<file path="src/inc/aicd_pkg.sv">
// Shared constants and types of the input configuration decoder.
package aicd_pkg;

    // -------------------------------------------------------------------
    // Word widths
    // -------------------------------------------------------------------
    localparam int unsigned CFG_W = 14;
    localparam int unsigned RES_W = 16;

    // -------------------------------------------------------------------
    // Register byte offsets on the bus
    // -------------------------------------------------------------------
    localparam logic [7:0] ADR_CFG    = 8'h00;
    localparam logic [7:0] ADR_STATUS = 8'h04;
    localparam logic [7:0] ADR_RESULT = 8'h08;

    // -------------------------------------------------------------------
    // Configuration word fields, status busy bit and reset value
    // -------------------------------------------------------------------
    localparam int unsigned ARR_HI  = 12;
    localparam int unsigned ARR_LO  = 10;
    localparam int unsigned CHAN_HI = 9;
    localparam int unsigned CHAN_LO = 7;
    localparam int unsigned BW_BIT  = 6;
    localparam int unsigned BUSY_BIT = 16;
    localparam logic [13:0] CFG_RESET = 14'h1C40;

    // Arrangement field codes; pair codes name only the upper two bits.
    localparam logic [2:0] ARR_CODE_SE  = 3'h7;
    localparam logic [2:0] ARR_CODE_CBI = 3'h2;
    localparam logic [2:0] ARR_CODE_CUN = 3'h6;
    localparam logic [1:0] ARR_CODE_PBI = 2'h0;
    localparam logic [1:0] ARR_CODE_PUN = 2'h2;

    // -------------------------------------------------------------------
    // Result codes
    // -------------------------------------------------------------------
    localparam logic [15:0] UNI_MAX   = 16'hFFFF;
    localparam logic [15:0] UNI_MIN   = 16'h0000;
    localparam logic [15:0] BI_MAX    = 16'h7FFF;
    localparam logic [15:0] BI_MIN    = 16'h8000;
    localparam logic [15:0] MIDSCALE  = 16'h8000;

    // -------------------------------------------------------------------
    // Types
    // -------------------------------------------------------------------
    typedef enum logic [4:0] {
        ARR_SINGLE   = 5'b00001,
        ARR_COM_BIP  = 5'b00010,
        ARR_COM_UNI  = 5'b00100,
        ARR_PAIR_BIP = 5'b01000,
        ARR_PAIR_UNI = 5'b10000
    } aicd_arr_t;

    typedef enum logic [2:0] {
        NEG_GND = 3'b001,
        NEG_COM = 3'b010,
        NEG_PIN = 3'b100
    } aicd_neg_t;

    typedef enum logic [1:0] {
        ST_ACQUIRE = 2'b01,
        ST_CONVERT = 2'b10
    } aicd_state_t;

    typedef struct packed {
        aicd_arr_t  arr;
        logic       bipolar;
        logic [2:0] positive_input;
        aicd_neg_t  neg_kind;
        logic [2:0] negative_input;
        logic       full_bw;
    } aicd_route_t;

    typedef struct packed {
        logic        over;
        logic        under;
        logic [15:0] code;
    } aicd_raw_t;

    typedef struct packed {
        logic        cyc;
        logic        stb;
        logic        we;
        logic [3:0]  sel;
        logic [7:0]  adr;
        logic [31:0] dat;
    } aicd_wb_req_t;

endpackage : aicd_pkg

</file>
<file path="src/design/aicd_route_decode.sv">
// Decoder from configuration word to multiplexer routing.
`timescale 1ns/10ps
`default_nettype none
module aicd_route_decode (
    input  wire logic [13:0]         cfg_i,
    input  wire logic                seq_scan_i,
    output aicd_pkg::aicd_route_t    route_o
);
    import aicd_pkg::*;

    // -------------------------------------------------------------------
    // Field decoding
    // -------------------------------------------------------------------
    // Unlisted code 011 falls to bipolar common so every code routes.
    function automatic aicd_arr_t arr_of(input logic [2:0] f);
        aicd_arr_t a;
        a = ARR_COM_BIP;
        if (f == ARR_CODE_SE) begin
            a = ARR_SINGLE;
        end else if (f == ARR_CODE_CUN) begin
            a = ARR_COM_UNI;
        end else if (f[2:1] == ARR_CODE_PBI) begin
            a = ARR_PAIR_BIP;
        end else if (f[2:1] == ARR_CODE_PUN) begin
            a = ARR_PAIR_UNI;
        end
        return a;
    endfunction : arr_of

    wire aicd_arr_t  arr    = arr_of(cfg_i[ARR_HI:ARR_LO]);
    wire logic [2:0] chan   = cfg_i[CHAN_HI:CHAN_LO];
    wire logic       is_pair = (arr == ARR_PAIR_BIP) ||
                               (arr == ARR_PAIR_UNI);
    // The sequencer scans pairs with the even input as positive.
    wire logic [2:0] pos    = (is_pair && seq_scan_i) ?
                              {chan[2:1], 1'b0} : chan;

    // Route assembly; a pair's negative member is the partner input.
    assign route_o.arr            = arr;
    assign route_o.bipolar        = (arr == ARR_COM_BIP) ||
                                    (arr == ARR_PAIR_BIP);
    assign route_o.positive_input = pos;
    assign route_o.neg_kind       = is_pair ? NEG_PIN :
                                    (arr == ARR_SINGLE) ? NEG_GND : NEG_COM;
    assign route_o.negative_input = is_pair ? (pos ^ 3'h1) : 3'h0;
    assign route_o.full_bw        = cfg_i[BW_BIT];

endmodule : aicd_route_decode
`default_nettype wire

</file>
<file path="src/design/aicd_result_coder.sv">
// Output coding and clamping of one conversion result.
`timescale 1ns/10ps
`default_nettype none
module aicd_result_coder (
    input  wire aicd_pkg::aicd_raw_t raw_i,
    input  wire logic                bipolar_i,
    output logic [15:0]              code_o
);
    import aicd_pkg::*;

    // -------------------------------------------------------------------
    // Coding
    // -------------------------------------------------------------------
    // The core delivers offset binary, so straight binary is the raw code
    // and twos complement is the raw code with its sign bit turned over.
    wire logic [15:0] hi_code  = bipolar_i ? BI_MAX : UNI_MAX;
    wire logic [15:0] lo_code  = bipolar_i ? BI_MIN : UNI_MIN;
    wire logic [15:0] lin_code = bipolar_i ? (raw_i.code ^ MIDSCALE)
                                           : raw_i.code;

    // Over-range wins if the core ever flags both at once.
    assign code_o = raw_i.over  ? hi_code :
                    raw_i.under ? lo_code : lin_code;

endmodule : aicd_result_coder
`default_nettype wire

</file>
<file path="src/design/aicd_config_core.sv">
// Input configuration decoder with result coding and bus registers.
`timescale 1ns/10ps
`default_nettype none
module aicd_config_core (
    input  wire logic                 clk_i,
    input  wire logic                 rst_i,
    input  wire logic                 ce_i,
    input  wire aicd_pkg::aicd_wb_req_t wb_req_i,
    output logic [31:0]               wb_dat_o,
    output logic                      wb_ack_o,
    input  wire logic                 conversion_trigger_i,
    input  wire logic                 seq_scan_i,
    input  wire logic                 raw_valid_i,
    input  wire aicd_pkg::aicd_raw_t  raw_i,
    output aicd_pkg::aicd_route_t     route_o,
    output logic                      filter_bandwidth_sel_o,
    output logic                      busy_o,
    output logic [15:0]               result_o,
    output logic                      result_valid_o
);
    import aicd_pkg::*;

    // -------------------------------------------------------------------
    // State
    // -------------------------------------------------------------------
    logic [13:0]  cfg;
    aicd_route_t  route_act;
    aicd_state_t  state;
    logic [15:0]  result;
    logic         result_valid;
    logic         ack;
    logic [31:0]  rd_data;
    logic         trig_s1;
    logic         trig_s2;
    logic         trig_s3;
    logic         trig_level;

    // -------------------------------------------------------------------
    // Bus decode
    // -------------------------------------------------------------------
    // The write lands on the edge where the master sees the answer.
    wire logic req       = wb_req_i.cyc & wb_req_i.stb;
    wire logic hit_cfg   = (wb_req_i.adr == ADR_CFG);
    wire logic hit_stat  = (wb_req_i.adr == ADR_STATUS);
    wire logic hit_res   = (wb_req_i.adr == ADR_RESULT);
    wire logic cfg_write = req & wb_req_i.we & ack & hit_cfg;
    wire logic [31:0] status_word = {15'h0000, busy_o, route_act};

    // Unmapped offsets answer normally and read as zero.
    wire logic [31:0] rd_mux =
        hit_cfg  ? {18'h00000, cfg} :
        hit_stat ? status_word :
        hit_res  ? {16'h0000, result} : 32'h0000_0000;

    // Byte lanes of the configuration word; bits above 13 are dropped.
    logic [13:0] next_cfg;
    genvar g;
    generate
        for (g = 0; g < 2; g++) begin : g_lane
            localparam int unsigned LO = 8 * g;
            localparam int unsigned HI = (g == 0) ? 7 : 13;
            assign next_cfg[HI:LO] = (cfg_write && wb_req_i.sel[g]) ?
                                     wb_req_i.dat[HI:LO] : cfg[HI:LO];
        end
    endgenerate

    // -------------------------------------------------------------------
    // Bus slave registers
    // -------------------------------------------------------------------
    // Ack rises one edge after the request and drops the edge after.
    always_ff @(posedge clk_i) begin
        if (rst_i) begin
            ack     <= 1'b0;
            rd_data <= 32'h0000_0000;
            cfg     <= CFG_RESET;
        end else if (ce_i) begin
            ack     <= req & ~ack;
            rd_data <= rd_mux;
            cfg     <= next_cfg;
        end
    end

    assign wb_ack_o = ack;
    assign wb_dat_o = rd_data;

    // -------------------------------------------------------------------
    // Trigger pin synchroniser
    // -------------------------------------------------------------------
    // The pin is asynchronous; a change counts once the last two agree.
    always_ff @(posedge clk_i) begin
        if (rst_i) begin
            trig_s1    <= 1'b0;
            trig_s2    <= 1'b0;
            trig_s3    <= 1'b0;
            trig_level <= 1'b0;
        end else if (ce_i) begin
            trig_s1 <= conversion_trigger_i;
            trig_s2 <= trig_s1;
            trig_s3 <= trig_s2;
            if (trig_s2 == trig_s3) begin
                trig_level <= trig_s3;
            end
        end
    end

    wire logic trig_rise = trig_s2 & trig_s3 & ~trig_level;

    // -------------------------------------------------------------------
    // Routing and coding
    // -------------------------------------------------------------------
    aicd_route_t route_new;
    logic [15:0] coded;

    aicd_route_decode u_decode (
        .cfg_i      (cfg),
        .seq_scan_i (seq_scan_i),
        .route_o    (route_new)
    );

    // Coding uses the latched route, never the live register.
    aicd_result_coder u_coder (
        .raw_i     (raw_i),
        .bipolar_i (route_act.bipolar),
        .code_o    (coded)
    );

    wire logic capture = ce_i & (state == ST_ACQUIRE) & trig_rise;
    wire logic finish  = ce_i & (state == ST_CONVERT) & raw_valid_i;

    // -------------------------------------------------------------------
    // Conversion sequence
    // -------------------------------------------------------------------
    // A trigger during a conversion is ignored; the arrangement is taken
    // afresh at every trigger, so any mix of arrangements is allowed.
    always_ff @(posedge clk_i) begin
        if (rst_i) begin
            state <= ST_ACQUIRE;
        end else if (ce_i) begin
            unique case (state)
                ST_ACQUIRE: begin
                    if (trig_rise) begin
                        state <= ST_CONVERT;
                    end
                end
                ST_CONVERT: begin
                    if (raw_valid_i) begin
                        state <= ST_ACQUIRE;
                    end
                end
                default: begin
                    state <= ST_ACQUIRE;
                end
            endcase
        end
    end

    // Route latch; the reset route is the decode of the reset word.
    always_ff @(posedge clk_i) begin
        if (rst_i) begin
            route_act <= '{arr: ARR_SINGLE, bipolar: 1'b0,
                           positive_input: 3'h0, neg_kind: NEG_GND,
                           negative_input: 3'h0, full_bw: 1'b1};
        end else if (capture) begin
            route_act <= route_new;
        end
    end

    // Result register and its one-cycle valid strobe.
    always_ff @(posedge clk_i) begin
        if (rst_i) begin
            result       <= 16'h0000;
            result_valid <= 1'b0;
        end else if (ce_i) begin
            result_valid <= raw_valid_i & (state == ST_CONVERT);
            if (finish) begin
                result <= coded;
            end
        end
    end

    assign route_o                = route_act;
    assign filter_bandwidth_sel_o = route_act.full_bw;
    assign busy_o                 = (state == ST_CONVERT);
    assign result_o               = result;
    assign result_valid_o         = result_valid;

    // -------------------------------------------------------------------
    // Checks
    // -------------------------------------------------------------------
    uni_linear_a : assert property (@(posedge clk_i) disable iff (rst_i)
        finish && !route_act.bipolar && !raw_i.over && !raw_i.under
        |=> result_o == $past(raw_i.code))
        else $error("unipolar code not straight binary");

    bi_linear_a : assert property (@(posedge clk_i) disable iff (rst_i)
        finish && route_act.bipolar && !raw_i.over && !raw_i.under
        |=> result_o == ($past(raw_i.code) ^ 16'h8000))
        else $error("bipolar code not twos complement");

    over_clamp_a : assert property (@(posedge clk_i) disable iff (rst_i)
        finish && raw_i.over
        |=> result_o == ($past(route_act.bipolar) ? 16'h7FFF : 16'hFFFF))
        else $error("over-range not clamped");

    under_clamp_a : assert property (@(posedge clk_i) disable iff (rst_i)
        finish && raw_i.under && !raw_i.over
        |=> result_o == ($past(route_act.bipolar) ? 16'h8000 : 16'h0000))
        else $error("under-range not clamped");

    bw_select_a : assert property (@(posedge clk_i) disable iff (rst_i)
        capture |=> filter_bandwidth_sel_o == $past(cfg[6]))
        else $error("bandwidth select not taken from bit 6");

    single_ended_a : assert property (@(posedge clk_i)
        disable iff (rst_i)
        capture && cfg[12:10] == 3'h7
        |=> route_o.arr == ARR_SINGLE && route_o.neg_kind == NEG_GND)
        else $error("code 111 not single-ended");

    common_mode_a : assert property (@(posedge clk_i) disable iff (rst_i)
        capture && (cfg[12:10] == 3'h2 || cfg[12:10] == 3'h6)
        |=> route_o.neg_kind == NEG_COM
            && route_o.bipolar == !$past(cfg[12]))
        else $error("common arrangement decoded wrongly");

    pair_mode_a : assert property (@(posedge clk_i) disable iff (rst_i)
        capture && cfg[11] == 1'b0 && cfg[10:10] inside {1'b0, 1'b1}
        && cfg[12:11] != 2'h1
        |=> route_o.neg_kind == NEG_PIN
            && route_o.bipolar == !$past(cfg[12]))
        else $error("pair arrangement decoded wrongly");

    pair_parity_a : assert property (@(posedge clk_i)
        disable iff (rst_i)
        capture && cfg[11] == 1'b0 && !seq_scan_i
        |=> route_o.positive_input == $past(cfg[9:7])
            && route_o.negative_input == ($past(cfg[9:7]) ^ 3'h1))
        else $error("pair members not taken from channel field");

    seq_even_a : assert property (@(posedge clk_i) disable iff (rst_i)
        capture && cfg[11] == 1'b0 && seq_scan_i
        |=> route_o.positive_input[0] == 1'b0
            && route_o.negative_input[0] == 1'b1)
        else $error("sequencer pair not even-positive");

    route_hold_a : assert property (@(posedge clk_i) disable iff (rst_i)
        busy_o |=> $stable(route_act))
        else $error("route changed during conversion");

    cfg_write_a : assert property (@(posedge clk_i) disable iff (rst_i)
        ce_i && cfg_write && wb_req_i.sel[1:0] == 2'h3
        |=> cfg == $past(wb_req_i.dat[13:0]))
        else $error("configuration word not written");

    ack_pulse_a : assert property (@(posedge clk_i) disable iff (rst_i)
        ce_i && wb_ack_o |=> !wb_ack_o)
        else $error("ack held longer than one cycle");

    // -------------------------------------------------------------------
    // Sequencing, holding, routing and bus timing checks
    // -------------------------------------------------------------------
    // A slip of one edge shows up here rather than as a bad code later.
    busy_start_a : assert property (@(posedge clk_i)
        disable iff (rst_i)
        capture |=> busy_o && route_act == $past(route_new))
        else $error("trigger did not start a conversion");

    busy_end_a : assert property (@(posedge clk_i)
        disable iff (rst_i)
        finish |=> !busy_o && result_valid_o)
        else $error("finished conversion not reported");

    valid_quiet_a : assert property (@(posedge clk_i)
        disable iff (rst_i)
        ce_i && !finish |=> !result_valid_o)
        else $error("result valid without a finished conversion");

    result_hold_a : assert property (@(posedge clk_i)
        disable iff (rst_i)
        !finish |=> $stable(result_o))
        else $error("result changed outside a finish");

    conv_hold_a : assert property (@(posedge clk_i)
        disable iff (rst_i)
        busy_o && !finish |=> busy_o)
        else $error("conversion ended without a core answer");

    idle_hold_a : assert property (@(posedge clk_i)
        disable iff (rst_i)
        !busy_o && !capture |=> !busy_o)
        else $error("conversion started without a trigger");

    bw_hold_a : assert property (@(posedge clk_i)
        disable iff (rst_i)
        busy_o |=> $stable(filter_bandwidth_sel_o))
        else $error("bandwidth changed during conversion");

    pair_neg_a : assert property (@(posedge clk_i)
        disable iff (rst_i)
        capture && !cfg[11]
        |=> route_o.neg_kind == NEG_PIN
            && route_o.negative_input == (route_o.positive_input ^ 3'h1))
        else $error("pair partner not the adjacent input");

    plain_route_a : assert property (@(posedge clk_i)
        disable iff (rst_i)
        capture && cfg[11]
        |=> route_o.positive_input == $past(cfg[9:7])
            && route_o.negative_input == 3'h0)
        else $error("non-pair route not taken from channel field");

    ack_answer_a : assert property (@(posedge clk_i)
        disable iff (rst_i)
        ce_i && req && !ack |=> wb_ack_o)
        else $error("request not answered in the next cycle");

    ack_idle_a : assert property (@(posedge clk_i)
        disable iff (rst_i)
        ce_i && !req |=> !wb_ack_o)
        else $error("ack without a request");

    cfg_read_a : assert property (@(posedge clk_i)
        disable iff (rst_i)
        ce_i && req && !wb_req_i.we && hit_cfg
        |=> wb_dat_o == {18'h0, $past(cfg)})
        else $error("configuration word read back wrongly");

    cfg_keep_a : assert property (@(posedge clk_i)
        disable iff (rst_i)
        !cfg_write |=> $stable(cfg))
        else $error("configuration word changed without a write");

    ce_freeze_a : assert property (@(posedge clk_i)
        disable iff (rst_i)
        !ce_i |=> $stable(state) && $stable(wb_ack_o) && $stable(trig_s3))
        else $error("state moved while clock enable was low");

endmodule : aicd_config_core
`default_nettype wire

</file>
<file path="config.mk">
export PLATFORM = sky130hd
export DESIGN_NAME = aicd_config_core
export DESIGN_NICKNAME = d
export VERILOG_FILES = /design/src/inc/aicd_pkg.sv /design/src/design/aicd_route_decode.sv /design/src/design/aicd_result_coder.sv /design/src/design/aicd_config_core.sv
export SDC_FILE = /design/constraint.sdc
export NUM_CORES = 1
export LEC_CHECK = 0
export ABC_AREA = 0
export CORE_MARGIN = 5
export CORE_UTILIZATION = 40
export DETAILED_ROUTE_END_ITERATION = 7
export DONT_BUFFER_PORTS = 1
export PLACE_DENSITY_LB_ADDON = 0.1
export SLEW_MARGIN = 20
export SYNTH_ARGS = -nofsm -noshare
export SYNTH_HDL_FRONTEND = slang
export SYNTH_SLANG_ARGS = --single-unit
</file>
<file path="constraint.sdc">
create_clock -name clk_i -period 1.7 [get_ports clk_i]
set_clock_uncertainty 0.15 [all_clocks]
set_input_delay 0.085 -clock clk_i [delete_from_list [all_inputs] [get_ports clk_i]]
set_output_delay 0.085 -clock clk_i [all_outputs]
set_load 0.01 [all_outputs]
</file>
==> results.json, run 1 <==
{
  "cts_buffers": 9,
  "dpl.cell_count": 450,
  "place_hpwl_um": 6030,
  "worst_slack_ps": -78.4,
  "num_rows": 32,
  "power.share.switching_pct": 20.6,
  "netlist.area_leader.share_pct": 44.5,
  "drc_errors": 0,
  "fp.dieW_um": 99.3,
  "failed_checks": "negative hold slack, negative setup slack",
  "crit_required_ps": 1780,
  "avgSynthCellArea_um2": 8.54,
  "p_int_mw": 2.45,
  "syn_area_mm2": 0.00319,
  "yosysWarnings": 0,
  "cts_tree": "done",
  "clkTransAtPathRegs_ps": 70,
  "fin_cells": 471,
  "synth_cells": 374,
  "p_seq_share_pct": 54.1,
  "slew_viol_final": 0,
  "postCtsSetupBuffers": 0,
  "clkPwrFrac_pct": 42.4,
  "final_hold_viol_count": 64,
  "drv_cap": 0,
  "clk_latency_ps": 330,
  "drt-vias-per-instance": 5.32,
  "synth_most_common_cell": "dfxtp_1",
  "leakage_nw": 1.28,
  "drive_gt1_share_pct": 8.13,
  "die_area_mm2": 0.00987,
  "ant_nets": 0,
  "hold_class": "primary input to register",
  "synth_edf_count": 0,
  "yosysUniqueCellTypes": 37,
  "coreArea_mm2": 0.00777,
  "port_buffers": 0,
  "antenna_cells": 0,
  "cts.sinks": 71,
  "hold_path_depth": 1,
  "ys.flop_type": "dfxtp_1",
  "start_kind": "register",
  "area_growth_pct": 9.09,
  "synth-async-reset-ratio_pct": 0,
  "critPathArrivalTime_ps": 1850,
  "vias": 2507,
  "combPwrFrac_pct": 3.4,
  "max-vdd-ir-drop_v": 0.000310,
  "holdBufCountCts": 8,
  "wl_per_cell_um": 18.4,
  "drt-total-wl_um": 8680,
  "ioPinCount": 139,
  "yosysTopAreaCell": "dfxtp_1",
  "p_sw_mw": 0.636,
  "grt_usage_pct": 17.6,
  "dr.first_iter.drc_count": 86,
  "rsz0062_at_grt": "true",
  "fin_hold_ws_ps": -328,
  "cts_buffer_depth": 2,
  "nets": 439,
  "post-route-period-util_pct": 105,
  "grt_pass1_vias": 2447,
  "initial_core_util_pct": 41.1,
  "fmax_ghz": 0.562,
  "critPathKind": "register to register",
  "gp_congestion": 0.792,
  "dr.pass1.iters": 4,
  "grt_pass1_wl_um": 13500,
  "die_h_um": 99.3,
  "end_kind": "register",
  "grt_max_degree": 76,
  "ys_seq_elements": 71,
  "root_buffer": "clkbuf_8",
  "setup_viol": 8,
  "synth.area.top_cells": "dfxtp_1, a21oi_1, mux2i_1",
  "status": "finished with violations",
  "power_mw": 3.08,
  "p_per_area_mw_per_mm2": 886,
  "yosysSeqAreaShare_pct": 44.5,
  "period_needed_ps": 1780,
  "worst-path-max-fanout": 9,
  "h-tree-depth": 3,
  "gr-total-overflow": 0,
  "dp_slack_ps": -94.9,
  "grt_antenna_before_repair": 0,
  "synth_common_cells": "dfxtp_1, a21oi_1, nor2_1, nand2_1, mux2i_1",
  "worstRegToRegCells": 4
}
critical path, stage by stage (launching register included):
cell and delay (ps):
dfxtp_2 320, or4bb_1 400, or4_4 550, mux2i_1 190, nor2_1 50
kinds of logic after synthesis:
| family | Yosys count | synth area share (%) |
|---|---|---|
| other cells | 1 | 0.117 |
| buf+inv | 66 | 10.8 |
| fa+ha+maj | 1 | 0.392 |
| mux | 27 | 8.46 |
| simple gates | 115 | 17.8 |
| flops | 71 | 44.5 |
| compound gates | 93 | 17.9 |
stage by stage:
step	util [%]	hold slack, ps	cell area [µm²]	TNS [ps]
after detailed placement	41.2	8.52	3200	-1590
final	44.8	-328	3480	-533
after CTS	44.7	-350	3470	-552
after floorplan	-	78.9	3250	-492
after global placement	41.2	11.5	3200	-1430
after global routing	44.8	-353	3480	-933
state kept, by name (all words and copies together), names as in the netlist:
name                    cells
wb_dat_o                   17
result_o                   16
route_o                    15
cfg                        14
state                       2
filter_bandwidth_sel_o      1
result_valid_o              1
trig_level                  1
trig_s1                     1
trig_s2                     1
trig_s3                     1
wb_ack_o                    1
layout make-up:
type / instances / area (µm²)
timing repair buffer: 17 / 185
inverter: 17 / 63.8
tap: 102 / 128
multi-input combinational: 251 / 1500
sequential: 71 / 1430
fill: 799 / 4280
clock inverter: 1 / 30.0
clock buffer: 12 / 155
worst paths after layout:
path / start / end / slack [ps]
min: rst_i / state[1] / -330
max reg2reg: wb_ack_o / cfg[4] / -80
max: wb_ack_o / cfg[4] / -80
min reg2reg: state[1] / state[1] / 330
per-layer routing:
metal  GRT usage [%]  share of wire [%]  vias to the layer above
li1                -                  -                     1255
met1            21.8                 42                     1154
met2            27.5                 47                       88
met3            6.94                9.2                       10
met4            6.62                1.3                        0
met5               0                  0                        -
cell usage in the layout (no fill, tap or decap), types with 2 or more instances in the layout:
master,n
nor2_1,49
nand4_1,3
conb_1,15
dfxtp_1,68
a21oi_1,56
dfxtp_2,3
inv_1,17
a22o_1,2
o21ai_0,2
nand3b_1,6
nor2b_1,4
or4_4,2
or3_1,2
o32ai_1,14
buf_4,6
clkbuf_8,11
a211oi_1,15
nand2b_1,4
nand3_1,4
mux2i_1,27
nor3_1,3
buf_12,3
nand4b_1,2
dlygate4sd3_1,8
nand2_1,28
power by group through the flow:
stage                     Clock (mW)  Sequential (mW)  Combinational, mW
after floorplan                    0             1.71              0.158
after global placement             0             1.71             0.0944
after detailed placement           0             1.71             0.0955
after CTS                       1.36             1.67              0.103
after global routing            1.44             1.67              0.119
final                           1.31             1.67              0.106
timing repair:
action | CTS | global route
hold endpoints to repair | 71 | 64
setup endpoints to repair | 8 | 11
pin swaps | 0 | 2
resized for setup | 1 | 4
No activity file was read; power rests on OpenSTA's default activity.
==> run 2: changes to the inputs <==
Settings changed: CELL_PAD_IN_SITES_DETAIL_PLACEMENT set to 0, CELL_PAD_IN_SITES_GLOBAL_PLACEMENT set to 1, SETUP_SLACK_MARGIN set to 0.02.
==> results.json, run 2 (synthesis results as in run 1) <==
{
  "status": "finished with violations",
  "failed_checks": "negative hold slack, negative setup slack",
  "drive_gt1_share_pct": 10.3,
  "dr.max_layer_used": "met4",
  "final_common_cell": "dfxtp_1",
  "ioPinCount": 139,
  "largest_reg_flops": 17,
  "p_per_area_mw_per_mm2": 919,
  "fp.dieW_um": 99.3,
  "final_hold_viol_count": 64,
  "root_buffer": "clkbuf_8",
  "antenna_cells": 0,
  "met3_length_um": 890,
  "drt-vias-per-instance": 5.21,
  "nets": 447,
  "clkTransAtPathRegs_ps": 80,
  "critPathKind": "register to register",
  "cts.sinks": 71,
  "cts_tree": "done",
  "hold_class": "primary input to register",
  "postPlaceCellArea_mm2": 0.00322,
  "drc_errors": 0,
  "gr-total-overflow": 0,
  "crit_required_ps": 1780,
  "cts_buffer_depth": 2,
  "area_growth_pct": 11.8,
  "fin_setup_tns_ps": -429,
  "fmax_ghz": 0.567,
  "wl_met1_um": 3920,
  "dr.first_iter.drc_count": 103,
  "cts_buffers": 9,
  "dr.pass1.iters": 4,
  "num_rows": 32,
  "end_kind": "register",
  "final_cell_mix": "dfxtp_1, a21oi_1, nor2_1",
  "max-vdd-ir-drop_v": 0.000393,
  "die_h_um": 99.3,
  "rsz0062_at_grt": "true",
  "coreArea_mm2": 0.00777,
  "gp_congestion": 0.795,
  "grt_antenna_before_repair": 0,
  "h-tree-depth": 3,
  "grt_max_degree": 76,
  "drv_cap": 0,
  "vias": 2512,
  "port_buffers": 0,
  "ant_nets": 0,
  "wl_met2_um": 3970,
  "grt_usage_pct": 17.6,
  "worst-path-max-fanout": 9,
  "critPathArrivalTime_ps": 1850,
  "drt-total-wl_um": 8860,
  "slew_viol_final": 0,
  "setup_viol": 8,
  "wl_per_cell_um": 18.4,
  "worst_slack_ps": -63.3,
  "initial_core_util_pct": 41.1,
  "leakage_nw": 1.34,
  "period_needed_ps": 1760,
  "place_hpwl_um": 6220,
  "fin_hold_ws_ps": -334,
  "grt_pass1_wl_um": 13500,
  "clk_latency_ps": 340,
  "grt_pass1_vias": 2426,
  "final_area_mm2": 0.00357,
  "start_kind": "register",
  "die_area_mm2": 0.00987,
  "post-route-period-util_pct": 104
}
[run 2: final timing paths]
kind,startpoint,end,slack (ps),depth (start not counted)
max reg2reg,wb_ack_o,cfg[2],-60,4
max,wb_ack_o,cfg[2],-60,4
min,rst_i,route_o[14],-330,1
min reg2reg,state[1],state[1],330,2
[run 2: layer usage]
| metal | GRT usage [%] | vias to the layer above |
|---|---|---|
| li1 | - | 1268 |
| met1 | 23.2 | 1148 |
| met2 | 26.2 | 90 |
| met3 | 7.36 | 6 |
| met4 | 5.15 | 0 |
| met5 | 0 | - |
[run 2: area by class of cell]
type | count | area, µm²
fill | 814 | 4200
multi-input combinational | 251 | 1490
sequential | 71 | 1430
clock inverter | 7 | 96.3
timing repair buffer | 25 | 243
inverter | 17 | 63.8
tap | 102 | 128
clock buffer | 9 | 124
[run 2: timing repair]
item | in CTS | in global routing
pin swaps | 0 | 1
setup endpoints to repair | 8 | 11
hold buffers | 8 | 4
resized for setup | 1 | 4
setup buffers | 0 | 0
hold endpoints to repair | 71 | 64
[run 2: worst max-delay path, stage by stage (launching register included)]
cell	delay (ps)
dfxtp_2	330
or4bb_1	380
or4_4	550
mux2i_1	190
nor2_1	50
[run 2: per-stage QoR]
step | cells | total power [mW] | worst slack (ps) | util, %
after floorplan | 388 | 1.87 | -63.4 | -
after global placement | 454 | 1.80 | -60.0 | 41.4
after detailed placement | 454 | 1.80 | -71.1 | 41.4
after CTS | 478 | 3.31 | -68.1 | 45.3
after global routing | 482 | 3.41 | -114 | 46.0
final | 482 | 3.28 | -63.3 | 46.0
[run 2: where the power goes]
part	total (mW)	internal, mW	switching, mW
registers	1.67	1.67	0.00253
logic	0.112	0.0515	0.0605
clock network	1.50	0.831	0.669
total	3.28	2.55	0.732
==> run 3: changes to the inputs <==
Settings changed: CELL_PAD_IN_SITES_DETAIL_PLACEMENT 0 to unset, CELL_PAD_IN_SITES_GLOBAL_PLACEMENT 1 to unset, CORE_UTILIZATION 40 to 30, GPL_TIMING_DRIVEN set to 0.
==> results.json, run 3 (synthesis results as in run 1) <==
{
  "status": "finished with violations",
  "failed_checks": "negative hold slack, negative setup slack",
  "wl_met2_um": 4810,
  "ioPinCount": 139,
  "reg2reg_setup_slack_ps": -160,
  "antenna_cells": 0,
  "final_hold_viol_count": 1,
  "port_buffers": 0,
  "cts_buffers": 9,
  "die_area_mm2": 0.0128,
  "wl_per_cell_um": 18.1,
  "gp_congestion": 0.777,
  "crit_required_ps": 1780,
  "start_kind": "register",
  "p_seq_share_pct": 51.5,
  "p_sw_mw": 0.778,
  "place_hpwl_um": 7870,
  "tightest_slew_ps": 753,
  "rsz0062_at_grt": "true",
  "clkTransAtPathRegs_ps": 80,
  "dr.pass1.iters": 4,
  "period_needed_ps": 1860,
  "dr.max_layer_used": "met4",
  "power.share.switching_pct": 24.0,
  "slew_viol_final": 0,
  "max-vdd-ir-drop_v": 0.000332,
  "area_growth_pct": 28.3,
  "clk_latency_ps": 350,
  "drt-vias-per-instance": 4.85,
  "hold_class": "primary input to register",
  "p_per_area_mw_per_mm2": 791,
  "critPathKind": "register to register",
  "drive_gt1_share_pct": 12.5,
  "nets": 515,
  "fp.dieW_um": 113,
  "drc_errors": 0,
  "maxSlewHeadroom_pct": 49.8,
  "grt_usage_pct": 16.6,
  "cts_tree": "done",
  "ant_nets": 0,
  "met3_length_um": 1040,
  "root_buffer": "clkbuf_8",
  "gr-total-overflow": 0,
  "cts.sinks": 71,
  "coreArea_mm2": 0.0104,
  "final_cell_mix": "dfxtp_1, a21oi_1, nor2_1",
  "dp_slack_ps": -484,
  "grt_max_degree": 12,
  "clkPwrFrac_pct": 39.6,
  "grt_pass1_wl_um": 16300,
  "post-route-period-util_pct": 110,
  "worst_slack_ps": -162,
  "grt_pass1_vias": 2793,
  "end_kind": "register",
  "grt_antenna_before_repair": 0,
  "num_rows": 37,
  "fin_hold_ws_ps": -53.7,
  "p_int_mw": 2.46,
  "leakage_nw": 1.55,
  "vias": 2829,
  "largest_reg_flops": 17,
  "setup_viol": 8,
  "initial_core_util_pct": 30.8,
  "cts_buffer_depth": 2,
  "drt-total-wl_um": 10600,
  "dr.first_iter.drc_count": 175,
  "h-tree-depth": 3,
  "critPathArrivalTime_ps": 1940,
  "fmax_ghz": 0.537,
  "combPwrFrac_pct": 8.9,
  "final_common_cell": "dfxtp_1",
  "die_h_um": 113,
  "worst-path-max-fanout": 9,
  "wl_met1_um": 4550,
  "drv_cap": 0
}
-- run 3: timing repair --
item	in CTS	in global routing
resized for setup	12	5
endpoints found under the hold margin	42	0
cloned	0	0
buffers inserted	3	1
pin swaps	2	2
hold buffers	43	0
endpoints found under the setup margin	44	27
-- run 3: final timing paths --
path	startpoint	end	cells after the start
hold reg to reg	cfg[8]	route_o[8]	2
setup reg to reg	wb_ack_o	cfg[4]	5
setup / recovery	wb_ack_o	cfg[4]	5
hold / removal	wb_req_i[38]	wb_dat_o[16]	4
-- run 3: metrics by stage --
stage / TNS, ps / cell area [µm²] / std cells / power (mW) / util, %
6_report: -1180 / 4100 / 583 / 3.24 / 39.5
5_1_grt: -1670 / 4100 / 583 / 3.38 / 39.5
4_1_cts: -1210 / 4090 / 583 / 3.28 / 39.4
3_5_place_dp: -13320 / 3420 / 524 / 1.92 / 33.0
3_3_place_gp: -13110 / 3420 / 524 / 1.92 / 33.0
2_1_floorplan: -492 / 3250 / 388 / 1.87 / -
-- run 3: metal layers --
metal	up-vias	GRT usage, %
met2	110	26.0
met3	11	6.31
met1	1299	20.8
li1	1409	-
met4	0	5.69
met5	-	0
-- run 3: worst max-delay path: stages, from the launching register on --
cell and delay [ps]:
dfxtp_4 380, or4bb_1 390, or4_4 440, buf_8 170, mux2i_1 160, nor2_1 50
-- run 3: power groups by stage --
stage	Sequential (mW)	Combinational [mW]	Clock, mW
after floorplan	1.71	0.158	0
after global placement	1.71	0.209	0
after detailed placement	1.71	0.211	0
after CTS	1.67	0.290	1.32
after global routing	1.67	0.314	1.39
final	1.67	0.288	1.28
-- run 3: final cells by class --
class / instances / area, µm²
fillers: 1063 / 6270
multi-input cells: 251 / 1490
clock inverters: 5 / 50.0
inverters: 17 / 63.8
well taps: 136 / 170
plain buffers: 47 / 303
flip-flops and latches: 71 / 1430
repair buffers: 46 / 463
clock buffers: 10 / 128
